File: src/kms_pkg.sv
// kms_pkg: constants and types for the key matrix scanner
// assumes nothing beyond a SystemVerilog compiler
package kms_pkg;
    // ------------------------------------------------------------
    // geometry
    // ------------------------------------------------------------
    localparam int ROWS = 8;
    localparam int COLS = 8;
    localparam int KEYS = ROWS * COLS;
    localparam int DEB_W = 8;
    localparam logic [DEB_W-1:0] DEB_RST = 8'h04;
    localparam logic [ROWS-1:0] ROWS_ALL = 8'hff;
    localparam logic [ROWS-1:0] ROW_FIRST = 8'h01;
    localparam logic [COLS-1:0] COLS_NONE = 8'h00;
    localparam logic [KEYS-1:0] KEYS_NONE = 64'h0;
    localparam logic [2:0] ROW_LAST = 3'h7;
    localparam logic [2:0] ROW_ZERO = 3'h0;
    localparam logic [2:0] ROW_ONE = 3'h1;
    localparam logic [DEB_W-1:0] DEB_ZERO = 8'h00;
    localparam logic [DEB_W-1:0] DEB_ONE = 8'h01;
    // ------------------------------------------------------------
    // state machine
    // ------------------------------------------------------------
    typedef enum logic [3:0] {
        KMS_IDLE = 4'b0001,
        KMS_SCAN = 4'b0010,
        KMS_DEB = 4'b0100,
        KMS_STORE = 4'b1000
    } kms_state_t;
endpackage

File: src/kms_scanner.sv
// kms_scanner: automatic 8x8 key matrix scanner
// assumes column inputs synchronous to i_ref_clk, a settle of one tick per row
//
// Behaviour
// RQ1 - eight row drives, eight column senses, sixty-four key positions
// RQ2 - idle: all rows high, wait for any column to go active
// RQ3 - scan drives one row at a time, samples columns per row
// RQ4 - debounce scan, then latch state and pulse interrupt
// RQ5 - after report keep rescanning for added or released keys
// RQ6 - each changed debounced state is stored and gets a new interrupt
// RQ7 - one bit per key, any combination of keys reported
// RQ8 - debounce length set by software period input
// RQ9 - a column going active in idle raises a wake-up pulse for stop mode
// RQ10 - runs at any tick rate, e.g. 32768 Hz enable pulse
// RQ11 - empty debounced state is reported, then back to idle
`timescale 1ns/1ns
module kms_scanner (
    input wire logic i_ref_clk,
    input wire logic i_rst_n,
    input wire logic i_scan_tick,
    input wire logic [kms_pkg::DEB_W-1:0] i_deb_period,
    input wire logic [kms_pkg::COLS-1:0] i_matrix_col,
    output logic [kms_pkg::ROWS-1:0] o_matrix_row_drive_n,
    output logic [kms_pkg::KEYS-1:0] o_key_state,
    output logic o_key_irq,
    output logic o_key_wake
);
    import kms_pkg::*;

    // ------------------------------------------------------------
    // state
    // ------------------------------------------------------------
    kms_state_t state_r, state_nxt;
    logic [2:0] row_r, row_nxt;
    logic [DEB_W-1:0] deb_r, deb_nxt;
    logic [KEYS-1:0] scan_r, scan_nxt;
    logic [KEYS-1:0] prev_r, prev_nxt;
    logic [KEYS-1:0] key_r, key_nxt;
    logic [ROWS-1:0] drive_r, drive_nxt;
    logic irq_r, irq_nxt;
    logic wake_r, wake_nxt;

    // ------------------------------------------------------------
    // decodes
    // ------------------------------------------------------------
    logic col_hit;
    logic row_end;
    logic scan_same;
    logic deb_done;
    logic scan_empty;
    logic scan_new;
    assign col_hit = (i_matrix_col != COLS_NONE); // RQ2
    assign row_end = (row_r == ROW_LAST);
    assign scan_same = (scan_r == prev_r); // RQ4
    assign deb_done = (deb_r >= i_deb_period); // RQ8
    assign scan_empty = (scan_r == KEYS_NONE); // RQ11
    assign scan_new = (scan_r != key_r); // RQ6

    // ------------------------------------------------------------
    // sequencer
    // ------------------------------------------------------------
    always_comb begin
        state_nxt = state_r;
        if (i_scan_tick) begin // RQ10
            case (state_r)
                KMS_IDLE: begin
                    if (col_hit) begin // RQ2
                        state_nxt = KMS_SCAN;
                    end
                end
                KMS_SCAN: begin
                    if (row_end) begin
                        state_nxt = KMS_DEB;
                    end
                end
                KMS_DEB: begin
                    // scan must repeat unchanged for the programmed period
                    if (!scan_same) begin // RQ4
                        state_nxt = KMS_SCAN;
                    end else if (deb_done) begin // RQ8
                        state_nxt = KMS_STORE;
                    end else begin
                        state_nxt = KMS_SCAN; // RQ4
                    end
                end
                KMS_STORE: begin
                    if (scan_empty) begin // RQ11
                        state_nxt = KMS_IDLE;
                    end else begin
                        state_nxt = KMS_SCAN; // RQ5
                    end
                end
                default: begin
                    state_nxt = KMS_IDLE;
                end
            endcase
        end
    end

    always_ff @(posedge i_ref_clk or negedge i_rst_n) begin
        if (!i_rst_n) begin
            state_r <= KMS_IDLE;
        end else begin
            state_r <= state_nxt;
        end
    end

    // ------------------------------------------------------------
    // row drive
    // ------------------------------------------------------------
    always_comb begin
        row_nxt = row_r;
        drive_nxt = drive_r;
        if (i_scan_tick) begin // RQ10
            case (state_r)
                KMS_IDLE: begin
                    drive_nxt = ROWS_ALL; // RQ2
                    if (col_hit) begin
                        row_nxt = ROW_ZERO;
                        drive_nxt = ROW_FIRST; // RQ3
                    end
                end
                KMS_SCAN: begin
                    if (row_end) begin
                        row_nxt = ROW_ZERO;
                        drive_nxt = ROW_FIRST;
                    end else begin
                        row_nxt = row_r + ROW_ONE;
                        drive_nxt = ROW_FIRST << (row_r + ROW_ONE); // RQ3
                    end
                end
                KMS_DEB: begin
                    // first row stays driven for the rescan
                    drive_nxt = drive_r;
                end
                KMS_STORE: begin
                    if (scan_empty) begin // RQ11
                        drive_nxt = ROWS_ALL;
                    end
                end
                default: begin
                    row_nxt = ROW_ZERO;
                    drive_nxt = ROWS_ALL;
                end
            endcase
        end
    end

    always_ff @(posedge i_ref_clk or negedge i_rst_n) begin
        if (!i_rst_n) begin
            row_r <= ROW_ZERO;
            drive_r <= ROWS_ALL;
        end else begin
            row_r <= row_nxt;
            drive_r <= drive_nxt;
        end
    end

    // ------------------------------------------------------------
    // scan capture and debounce
    // ------------------------------------------------------------
    always_comb begin
        deb_nxt = deb_r;
        scan_nxt = scan_r;
        prev_nxt = prev_r;
        if (i_scan_tick) begin // RQ10
            case (state_r)
                KMS_IDLE: begin
                    if (col_hit) begin
                        deb_nxt = DEB_ZERO;
                    end
                end
                KMS_SCAN: begin
                    // one bit per key position
                    scan_nxt[row_r*COLS +: COLS] = i_matrix_col; // RQ1 RQ7 RQ3
                end
                KMS_DEB: begin
                    if (!scan_same) begin // RQ4
                        prev_nxt = scan_r;
                        deb_nxt = DEB_ZERO;
                    end else if (!deb_done) begin // RQ8
                        deb_nxt = deb_r + DEB_ONE;
                    end
                end
                KMS_STORE: begin
                    deb_nxt = DEB_ZERO;
                end
                default: begin
                    deb_nxt = DEB_ZERO;
                end
            endcase
        end
    end

    always_ff @(posedge i_ref_clk or negedge i_rst_n) begin
        if (!i_rst_n) begin
            deb_r <= DEB_ZERO;
            scan_r <= KEYS_NONE;
            prev_r <= KEYS_NONE;
        end else begin
            deb_r <= deb_nxt;
            scan_r <= scan_nxt;
            prev_r <= prev_nxt;
        end
    end

    // ------------------------------------------------------------
    // report
    // ------------------------------------------------------------
    always_comb begin
        key_nxt = key_r;
        irq_nxt = 1'b0;
        wake_nxt = 1'b0;
        if (i_scan_tick) begin // RQ10
            case (state_r)
                KMS_IDLE: begin
                    if (col_hit) begin
                        wake_nxt = 1'b1; // RQ9
                    end
                end
                KMS_STORE: begin
                    if (scan_new) begin // RQ6
                        key_nxt = scan_r; // RQ4
                        irq_nxt = 1'b1; // RQ4 RQ6
                    end
                end
                default: begin
                    key_nxt = key_r;
                end
            endcase
        end
    end

    always_ff @(posedge i_ref_clk or negedge i_rst_n) begin
        if (!i_rst_n) begin
            key_r <= KEYS_NONE;
            irq_r <= 1'b0;
            wake_r <= 1'b0;
        end else begin
            key_r <= key_nxt;
            irq_r <= irq_nxt;
            wake_r <= wake_nxt;
        end
    end

    assign o_matrix_row_drive_n = drive_r;
    assign o_key_state = key_r;
    assign o_key_irq = irq_r;
    assign o_key_wake = wake_r;
endmodule

File: config.mk
export PLATFORM = sky130hd
export DESIGN_NAME = kms_scanner
export DESIGN_NICKNAME = d
export VERILOG_FILES = /design/src/kms_pkg.sv /design/src/kms_scanner.sv
export SDC_FILE = /design/constraint.sdc
export NUM_CORES = 1
export LEC_CHECK = 0
export BUFFER_PORTS_ARGS = -buffer_cell sky130_fd_sc_hd__buf_4
export CAP_MARGIN = 20
export CORE_MARGIN = 2
export CORE_UTILIZATION = 55
export DETAILED_ROUTE_END_ITERATION = 12
export PLACE_DENSITY_LB_ADDON = 0.3
export SKIP_LAST_GASP = 1
export SYNTH_ARGS = -nofsm -noshare
export SYNTH_HDL_FRONTEND = slang
export SYNTH_SLANG_ARGS = --single-unit
File: constraint.sdc
create_clock -name i_ref_clk -period 3.4 [get_ports i_ref_clk]
set_input_delay 0.51 -clock i_ref_clk [delete_from_list [all_inputs] [get_ports i_ref_clk]]
set_output_delay 0.51 -clock i_ref_clk [all_outputs]
set_load 0.03 [all_outputs]
== Word-level counts from Yosys, hierarchy flattened ==
Index checks and enable logic that the tools add are counted.

* Register bits: 217
* Output and inout port bits: 74

* Add/sub/neg operators: 3
* $lt $le $gt $ge: 1
* Eq/ne operators: 11
* Shift-type cells: 3
* Multiplexer cells: 24
* Bitwise logic cells: 4
* Reduce and logical (&&, ||, !) cells: 10

{| class="wikitable"
|+ Operator list
! cell !! count
|-
| 64-bit bitwise mux || 1
|-
| 64-bit == test || 1
|-
| 64-bit logical NOT || 1
|-
| 64-bit != test || 1
|-
| 8-bit by 34-bit variable shift with 64-bit output (first input constant) || 1
|-
| 8-bit by 34-bit indexed part select with 64-bit output || 1
|-
| 8-bit 2-to-1 mux || 6
|-
| 6-bit negation with 34-bit output || 1
|-
| 8-bit one-hot mux with 4 select lines || 1
|-
| 8-bit one-hot mux with 3 select lines || 1
|-
| 4-bit 2-to-1 mux || 4
|-
| 4-bit one-hot mux with 4 select lines || 1
|-
| 3-bit AND reduction || 5
|-
| 3-bit one-hot mux with 3 select lines || 1
|-
| 8-bit by 1-bit adder with 8-bit output (second input constant) || 1
|-
| 8-bit >= comparator || 1
|-
| 8-bit nonzero test || 1
|-
| 1-bit by 3-bit left shift with 8-bit output (first input constant) || 1
|-
| 1-bit 2-to-1 mux || 6
|-
| 3-bit 2-to-1 mux || 2
|-
| 2-bit != test (second input constant) || 3
|-
| 4-bit by 1-bit == test with 1-bit output (second input constant) || 1
|-
| 4-bit by 2-bit == test with 1-bit output (second input constant) || 1
|-
| 4-bit by 3-bit == test with 1-bit output (second input constant) || 1
|-
| other kinds (9) || 12
|}

== Logic depth before layout (Yosys ltp) ==
Gate-level depths: netlist of the first run.

* Depth in word-level cells: 4
* Gate-level depth with buffers: 10
* Mapped depth without buffers: 9

== Worst setup path after synthesis of the first run ==
OpenSTA, ideal clock, no wires.

* Path kind: reg2reg
* Start point: reg row_r[0]
* End point: reg scan_r[32]
* Library setup time: 0.125 ns
* Arrival time: 2.577 ns
* Setup slack: 0.698 ns
* Cell stages (with the launch flop): 10
* Path buffers: 2
* Clock period less this slack: 2.702 ns
* Cells stage by stage: dfrtp_1 -> clkbuf_1 -> inv_1 -> ha_1 -> ha_1 -> nor2_1 -> a21boi_0 -> or3b_2 -> buf_2 -> mux2_2

* Longest elaborated chain between the ends: 3

{| class="wikitable"
|+ RTL lines
! item !! line !! RTL
|-
| from (decl) || kms_scanner.sv:34 || <nowiki>logic [2:0] row_r, row_nxt;</nowiki>
|-
| from (signal assigned) || kms_scanner.sv:154 || <nowiki>row_r <= row_nxt;</nowiki>
|-
| 6-bit negation with 34-bit output (*) || kms_scanner.sv:175 || <nowiki>scan_nxt[row_r*COLS +: COLS] = i_matrix_col;</nowiki>
|-
| 8-bit by 34-bit indexed part select with 64-bit output or 8-bit by 34-bit variable shift with 64-bit output (tied branches) || kms_scanner.sv:175 ||
|-
| 64-bit bitwise mux (*) || kms_scanner.sv:175 ||
|-
| to (signal assigned) || kms_scanner.sv:202 || <nowiki>scan_r <= scan_nxt;</nowiki>
|-
| to (decl) || kms_scanner.sv:36 || <nowiki>logic [KEYS-1:0] scan_r, scan_nxt;</nowiki>
|}

Mark *: on every way between the ends. The rest lies on a longest branch, timed or not.
A chain may end at the register's enable or synchronous reset.

== Final worst setup path of the first run ==
* Start point: reg scan_r[62]
* End point: reg deb_r[3]

* Longest elaborated chain between the ends: 3

{| class="wikitable"
|+ RTL lines
! item !! line !! RTL
|-
| 64-bit == test (*) || kms_scanner.sv:54 || <nowiki>assign scan_same = (scan_r == prev_r);</nowiki>
|-
| 3-bit != test (no line) or 8-bit 2-to-1 mux (tied branches) || - ||
|-
| 4-bit AND reduction (no line) or 8-bit one-hot mux with 3 select lines (tied branches) || - ||
|-
| to (signal assigned) || kms_scanner.sv:201 || <nowiki>deb_r <= deb_nxt;</nowiki>
|-
| to (decl) || kms_scanner.sv:35 || <nowiki>logic [DEB_W-1:0] deb_r, deb_nxt;</nowiki>
|}

Marked as above.

==> results_dict.tcl, run 1 <==
set metrics [dict create \
    run_status "finished, final reports clean" \
    criticalPathCategory "register to register" \
    seq_power_share_pct 41.2 \
    cts_tree "done" \
    synth_edf_count 0 \
    netlist_instances 822 \
    slew_viol_final 0 \
    syn-cell-area_mm2 0.0107 \
    cts_buffers 24 \
    setup.worst_path.start_class "register" \
    synth.area.top_cells "dfrtp_1 (49%), mux2_2 (14%), mux2_4 (8.4%), xnor2_1 (5.3%), xor2_1 (5.3%)" \
    drt-wirelength-per-cell_um 21.8 \
    ys.flop_type "dfrtp_1" \
    setup_viol 0 \
    drt_iter0_drc 428 \
    postCtsSetupBuffers 0 \
    path_delay_family "simple AND/OR/NAND/NOR gates" \
    combPwrFrac_pct 19.4 \
    die_x_um 143 \
    htree_levels 1 \
    required_ns 3.85 \
    ys.warnings.count 0 \
    ios 93 \
    routed-via-count 7058 \
    syn_area_per_cell_um2 13.0 \
    clockRootBuffer "clkbuf_16" \
    power.density_mw_per_mm2 604 \
    clk_latency_ns 0.52 \
    cpMaxStageDelayCell "nor4_1" \
    intPower_w 0.00550 \
    place_congestion 0.893 \
    netSwitchingPower_w 0.00214 \
    cp_cell_sequence "xnor2_1 > nand4_1 > nor4_1 > nand4_1 > buf_4 > nor4b_1 > a22o_1" \
    skew_ns 0.0175 \
    grt_pass1_wl_mm 41.1 \
    dpl.hpwl_mm 18.6 \
    holdBufCountCts 0 \
    viasPerCell 5.83 \
    io_buffers 92 \
    worst-path-buf-inv 1 \
    first_pass_iters 5 \
    rows 50 \
    hold_class "input pin to asynchronous set/reset pin" \
    synth_cell_types 45 \
    leakage_nw 6.37 \
    die-area_mm2 0.0205 \
    cpPeakStageDelay_ns 0.58 \
    cap_violations 0 \
    path_common_cell "nand4_1" \
    clock_sinks 217 \
    slew_headroom_pct 46.2 \
    drive_gt1_share_pct 37.7 \
    grt_pass1_vias 7043 \
    worstPathArrival_ns 3.32 \
    timing.hold.ws_ns 0.0439 \
    cts.path.max_buffers 3 \
    p_sw_share_pct 28.1 \
    areaGrowthSynthToFinish_pct 18.7 \
    antenna_found_initial 0 \
    peakVddDrop_mv 0.384 \
    yosysTopAreaCell "dfrtp_1" \
    synthArstFlopShare_pct 100 \
    reg2reg_slack_ns 0.53 \
    synth_nets 858 \
    drt_wl_total_mm 26.4 \
    clkTransAtPathRegs_ns 0.06 \
    initial_core_util_pct 56.5 \
    hold_viol_final 0 \
    pwr-share-clk_pct 39.3 \
    synth-seq-cells 217 \
    gr-total-overflow 0 \
    timing.final.crit_share_pct 84.4 \
    chipHeight_um 143 \
    worst-path-max-fanout 8 \
    end_kind "register" \
    core_area_mm2 0.0189 \
    drc 0 \
    ys_seq_area_share_pct 51.0 \
    finalCriticalPeriod_ns 2.87 \
    synth_top_area_share_pct 48.8 \
    final_nets 969 \
    grt_max_degree 106 \
    rsz0062_at_grt "false" \
    ant_nets 0 \
    worst_slew_pin_slew_ns 0.807 \
    grt_usage_pct 26.6 \
    cts_resized 0 \
    n_fill_cell 1419 \
    insertedDiodeCount 0 \
    fmax_mhz 349 \
    timing.setup.tns_ns 0 \
]
==> worst register-to-register path: stages (launching register included) <==
cell     delay, ns
dfrtp_1       0.46
xnor2_1       0.32
nand4_1       0.17
nor4_1        0.59
nand4_1       0.26
buf_4         0.23
nor4b_1       0.57
a22o_1        0.21
==> cells by family (layout without fill, tap and decap cells) <==
kind of cell | Yosys count | after routing | share of synthesized area (%)
muxes | 193 | 193 | 22.4
xor gates and xnor gates | 128 | 128 | 10.5
adders and majority gates | 17 | 17 | 1.99
buffers and inverters | 46 | 175 | 2.25
DFF | 217 | 217 | 51.0
AOI/OAI and AO/OA | 57 | 57 | 3.07
and+or+nand+nor | 164 | 164 | 8.71
==> stage by stage <==
stage	util, %	std cells	instance area [um2]	setup slack, ns	power [W]
4_1_cts	67.0	1211	12700	0.577	0.00768
3_5_place_dp	62.1	1167	11700	0.585	0.00466
6_report	67.0	1211	12700	0.531	0.00764
3_3_place_gp	62.1	1167	11700	0.598	0.00463
5_1_grt	67.0	1211	12700	0.359	0.00794
2_1_floorplan	-	822	10700	0.698	0.00415
==> flip-flops by register name, indices dropped and copies added (netlist names) <==
register / flops
prev_r: 64
o_key_state: 64
o_key_irq: 1
deb_r: 8
o_key_wake: 1
state_r: 4
row_r: 3
o_matrix_row_drive_n: 8
scan_r: 64
==> synth_stat cells (all sizes together) (4+ instances only) <==
master,count
nand3,5
a21oi,14
dfrtp,208
inv,18
xor2,64
or4,6
o21ai,25
ha,17
nand4,31
nor4,40
a31oi,5
nor2,19
and3,5
nor3,6
and2,8
nand2b,4
buf,19
xnor2,64
nand2,30
clkbuf,9
mux2,190
dfstp,9
==> power groups by stage <==
| stage | registers [W] | logic (W) | clock network [W] |
|---|---|---|---|
| 2_1_floorplan | 0.00318 | 0.000973 | 0 |
| 3_3_place_gp | 0.00318 | 0.00146 | 0 |
| 3_5_place_dp | 0.00319 | 0.00147 | 0 |
| 4_1_cts | 0.00315 | 0.00148 | 0.00305 |
| 5_1_grt | 0.00318 | 0.00160 | 0.00315 |
| 6_report | 0.00315 | 0.00148 | 0.00301 |
==> cell usage in the layout, fill, tap and decap left out, drive strengths merged, types with 6 or more instances in the layout <==
cell type  synthesis  routed
xnor2             64      64
dfrtp            208     208
nor2              19      19
clkbuf             9      35
bufinv             0       6
inv               18      19
o21ai             25      25
nand2             30      30
or4                6       6
nor4              40      40
nand4             31      31
ha                17      17
a21oi             14      14
and2               8       8
dfstp              9       9
mux2             190     190
nor3               6       6
buf               19     113
xor2              64      64
==> layer usage <==
metal,vias to the layer above,share of wire (%),track usage (%)
met4,0,3.8,9.96
met1,3575,45,38.8
met3,68,5.8,3.89
met2,255,45,40.5
li1,3160,-,-
met5,-,0,0
==> final timing paths <==
path,from,end,cells after the start
worst max register to register,scan_r[62],deb_r[3],7
worst min-delay path,i_rst_n,scan_r[25],1
worst min register to register,o_matrix_row_drive_n[2],o_matrix_row_drive_n[2],2
worst max-delay path,scan_r[62],deb_r[3],7
max in group asynchronous,i_rst_n,state_r[0],2
min in group i_ref_clk,i_matrix_col[7],scan_r[47],3
==> layout make-up <==
| type | instances | area [um2] | share of cell area (%) |
|---|---|---|---|
| Timing Repair Buffer | 113 | 893 | 7.06 |
| Inverter | 18 | 67.6 | 0.534 |
| Multi-Input combinational cell | 559 | 5000 | 39.5 |
| Tap cell | 260 | 325 | 2.57 |
| Sequential cell | 217 | 5440 | 43.0 |
| Clock buffer | 35 | 733 | 5.79 |
| Clock inverter | 9 | 201 | 1.59 |
Note: power is estimated with default switching activity, not from simulation.
==> run 2, diff against run 1 <==
--- a/config.mk
+++ b/config.mk
@@ -5,6 +5,7 @@
 export SDC_FILE = /design/constraint.sdc
 export NUM_CORES = 1
 export LEC_CHECK = 0
+export ABC_AREA = 1
 export BUFFER_PORTS_ARGS = -buffer_cell sky130_fd_sc_hd__buf_4
 export CAP_MARGIN = 20
 export CORE_MARGIN = 2
==> constraint.sdc (replaced) <==
create_clock -name i_ref_clk -period 2.8 [get_ports i_ref_clk]
set_input_delay 0.42 -clock i_ref_clk [delete_from_list [all_inputs] [get_ports i_ref_clk]]
set_output_delay 0.42 -clock i_ref_clk [all_outputs]
set_load 0.03 [all_outputs]
==> run 2 against run 1 <==
Against the previous run: the run now ends with hold timing left; flip-flop and latch count unchanged; area after synthesis is 5.9% higher; non-clock buffer count shrank 5; critical path depth rose by 3; sequential share of layout area down 1.4 points; count of clock-buffer cells in the layout down 2; sequential power up 17%; utilization is 2.1 points lower; register-to-register slack worse by 0.18 ns; synthesized cell count grew 80%; critical path type unchanged.
==> results_dict.tcl, run 2 <==
set metrics [dict create \
    run_status "complete, but fails checks" \
    violations "hold timing" \
    synthArstFlopShare_pct 100 \
    finalCriticalPeriod_ns 2.45 \
    htree_levels 1 \
    yosysMostFrequentCell "nand2_1" \
    clock_sinks 217 \
    dpl.hpwl_mm 19.7 \
    insertedDiodeCount 0 \
    fmax_mhz 408 \
    worst_slew_pin_slew_ns 0.718 \
    grt_max_degree 129 \
    ys.flop_type "dfrtp_1" \
    rsz0062_at_grt "false" \
    path_common_cell "nand2_1" \
    areaGrowthSynthToFinish_pct 15.9 \
    multi_input_area_mm2 0.00495 \
    first_pass_iters 6 \
    peakVddDrop_mv 0.453 \
    io_buffers 92 \
    ys.warnings.count 0 \
    die_x_um 147 \
    syn_area_per_cell_um2 7.65 \
    yosysTopAreaCell "dfrtp_1" \
    slew_headroom_pct 52.1 \
    hold_viol_final 46 \
    timing.hold.ws_ns -0.0272 \
    regArea_mm2 0.00544 \
    drc 0 \
    drt-wirelength-per-cell_um 15.0 \
    ff2ff_path_depth 10 \
    layout_common_cells "nand2_1 (536), dfrtp_1 (208), inv_1 (163)" \
    drt_wl_total_mm 27.8 \
    place_congestion 0.894 \
    ant_nets 0 \
    required_ns 3.19 \
    setup.worst_path.start_class "register" \
    gr-total-overflow 0 \
    postPlaceCellArea_mm2 0.0122 \
    setup_slack_ns 0.347 \
    netlist_instances 1476 \
    cts_resized 0 \
    stdcell_area_mm2 0.0131 \
    cpMaxStageDelayCell "dfrtp_1" \
    timing.setup.tns_ns 0 \
    skew_ns 0.0124 \
    setup_viol 0 \
    syn-cell-area_mm2 0.0113 \
    cap_violations 0 \
    synth_nets 1512 \
    leakage_nw 6.77 \
    timing.final.crit_share_pct 87.6 \
    routed-via-count 9690 \
    cp_cell_sequence "inv_1 > ha_1 > ha_1 > nand2_1 > nor2_2 > nand2_1 > nor2_1 > inv_1 > nand2_1 > o21ai_0" \
    power.density_mw_per_mm2 652 \
    criticalPathCategory "register to register" \
    clk_latency_ns 0.52 \
    end_kind "register" \
    grt_pass1_vias 9090 \
    rows 52 \
    worstPathArrival_ns 2.84 \
    core_area_mm2 0.0202 \
    antenna_found_initial 0 \
    die-area_mm2 0.0217 \
    grt_pass1_wl_mm 46.0 \
    synth.area.top_cells "dfrtp_1 (46%), nand2_1 (18%), inv_1 (5.4%), o21ai_0 (5.2%), nand3_1 (3.9%)" \
    cts.path.max_buffers 3 \
    worst-path-max-fanout 7 \
    place_ws_ns 0.395 \
    holdBufCountCts 0 \
    ios 93 \
    initial_core_util_pct 56.0 \
    final_nets 1601 \
    synth_top_area_share_pct 46.1 \
    clockRootBuffer "clkbuf_16" \
    synth_edf_count 0 \
    grt_usage_pct 26.0 \
    cts_buffers 24 \
    synth_cell_types 35 \
    cts_tree "done" \
    ys_seq_area_share_pct 48.2 \
    viasPerCell 5.23 \
    cpPeakStageDelay_ns 0.48 \
    postCtsSetupBuffers 0 \
    slew_viol_final 0 \
    mostFrequentLayoutCell "nand2_1" \
    synth-seq-cells 217 \
    n_fill_cell 1697 \
    drt_iter0_drc 695 \
    ys_top_cells_by_count "nand2_1 (538), dfrtp_1 (208), inv_1 (163)" \
    utilization_pct 64.9 \
    hold_class "input pin to asynchronous set/reset pin" \
    clkTransAtPathRegs_ns 0.06 \
    chipHeight_um 147 \
    drive_gt1_share_pct 12.3 \
]
run 2: per-layer routing:
metal  track usage, %  vias up  part of all wire (%)
li1                 -     4814                     -
met1             36.6     4580                    44
met2             43.7      252                    49
met3             2.76       44                   5.3
met4             6.63        0                   1.9
met5                0        -                     0
run 2: stage by stage:
step / power, W / cells
3_5_place_dp: 0.00522 / 1809
4_1_cts: 0.00857 / 1852
5_1_grt: 0.00893 / 1852
6_report: 0.00853 / 1852
2_1_floorplan: 0.00474 / 1476
3_3_place_gp: 0.00517 / 1809
run 2: layout make-up:
class	count	area share [%]
flip-flops and latches	217	41.6
multi-input cells	1043	37.9
repair buffers	108	6.62
clock buffers	33	5.31
inverters	171	4.90
well taps	270	2.58
clock inverters	10	1.15
run 2: critical path: cells and delay by family (launching register included):
| kind | cells | cell delay [ns] |
|---|---|---|
| compound gates | 1 | 0.08 |
| fa+ha+maj | 2 | 0.57 |
| buf+inv | 2 | 0.35 |
| flops | 1 | 0.48 |
| simple gates | 5 | 0.83 |
run 2: path summary, 6_finish.rpt:
| path | start | to | slack [ns] |
|---|---|---|---|
| worst max-delay path | row_r[0] | scan_r[17] | 0.35 |
| worst min-delay path | i_rst_n | o_key_state[38] | -0.03 |
| worst max register to register | row_r[0] | scan_r[17] | 0.35 |
| worst min register to register | o_matrix_row_drive_n[2] | o_matrix_row_drive_n[2] | 0.49 |
| max in group asynchronous | i_rst_n | state_r[0] | 2.08 |
| min in group i_ref_clk | i_matrix_col[2] | scan_r[26] | 0.20 |
run 2: cell families (layout without fill, tap and decap cells):
group / Yosys count / in the layout / synth area share, %
simple gates: 804 / 804 / 29.5
compound gates: 159 / 159 / 7.45
flops: 217 / 217 / 48.2
fa+ha+maj: 17 / 17 / 1.88
buf+inv: 216 / 322 / 8.12
xor+xnor: 63 / 63 / 4.89
run 2: report_power, final:
part | total (W) | switching (W) | internal [W]
Sequential | 0.00368 | 0.000236 | 0.00345
Combinational | 0.00150 | 0.000978 | 0.000521
Clock | 0.00335 | 0.00125 | 0.00210
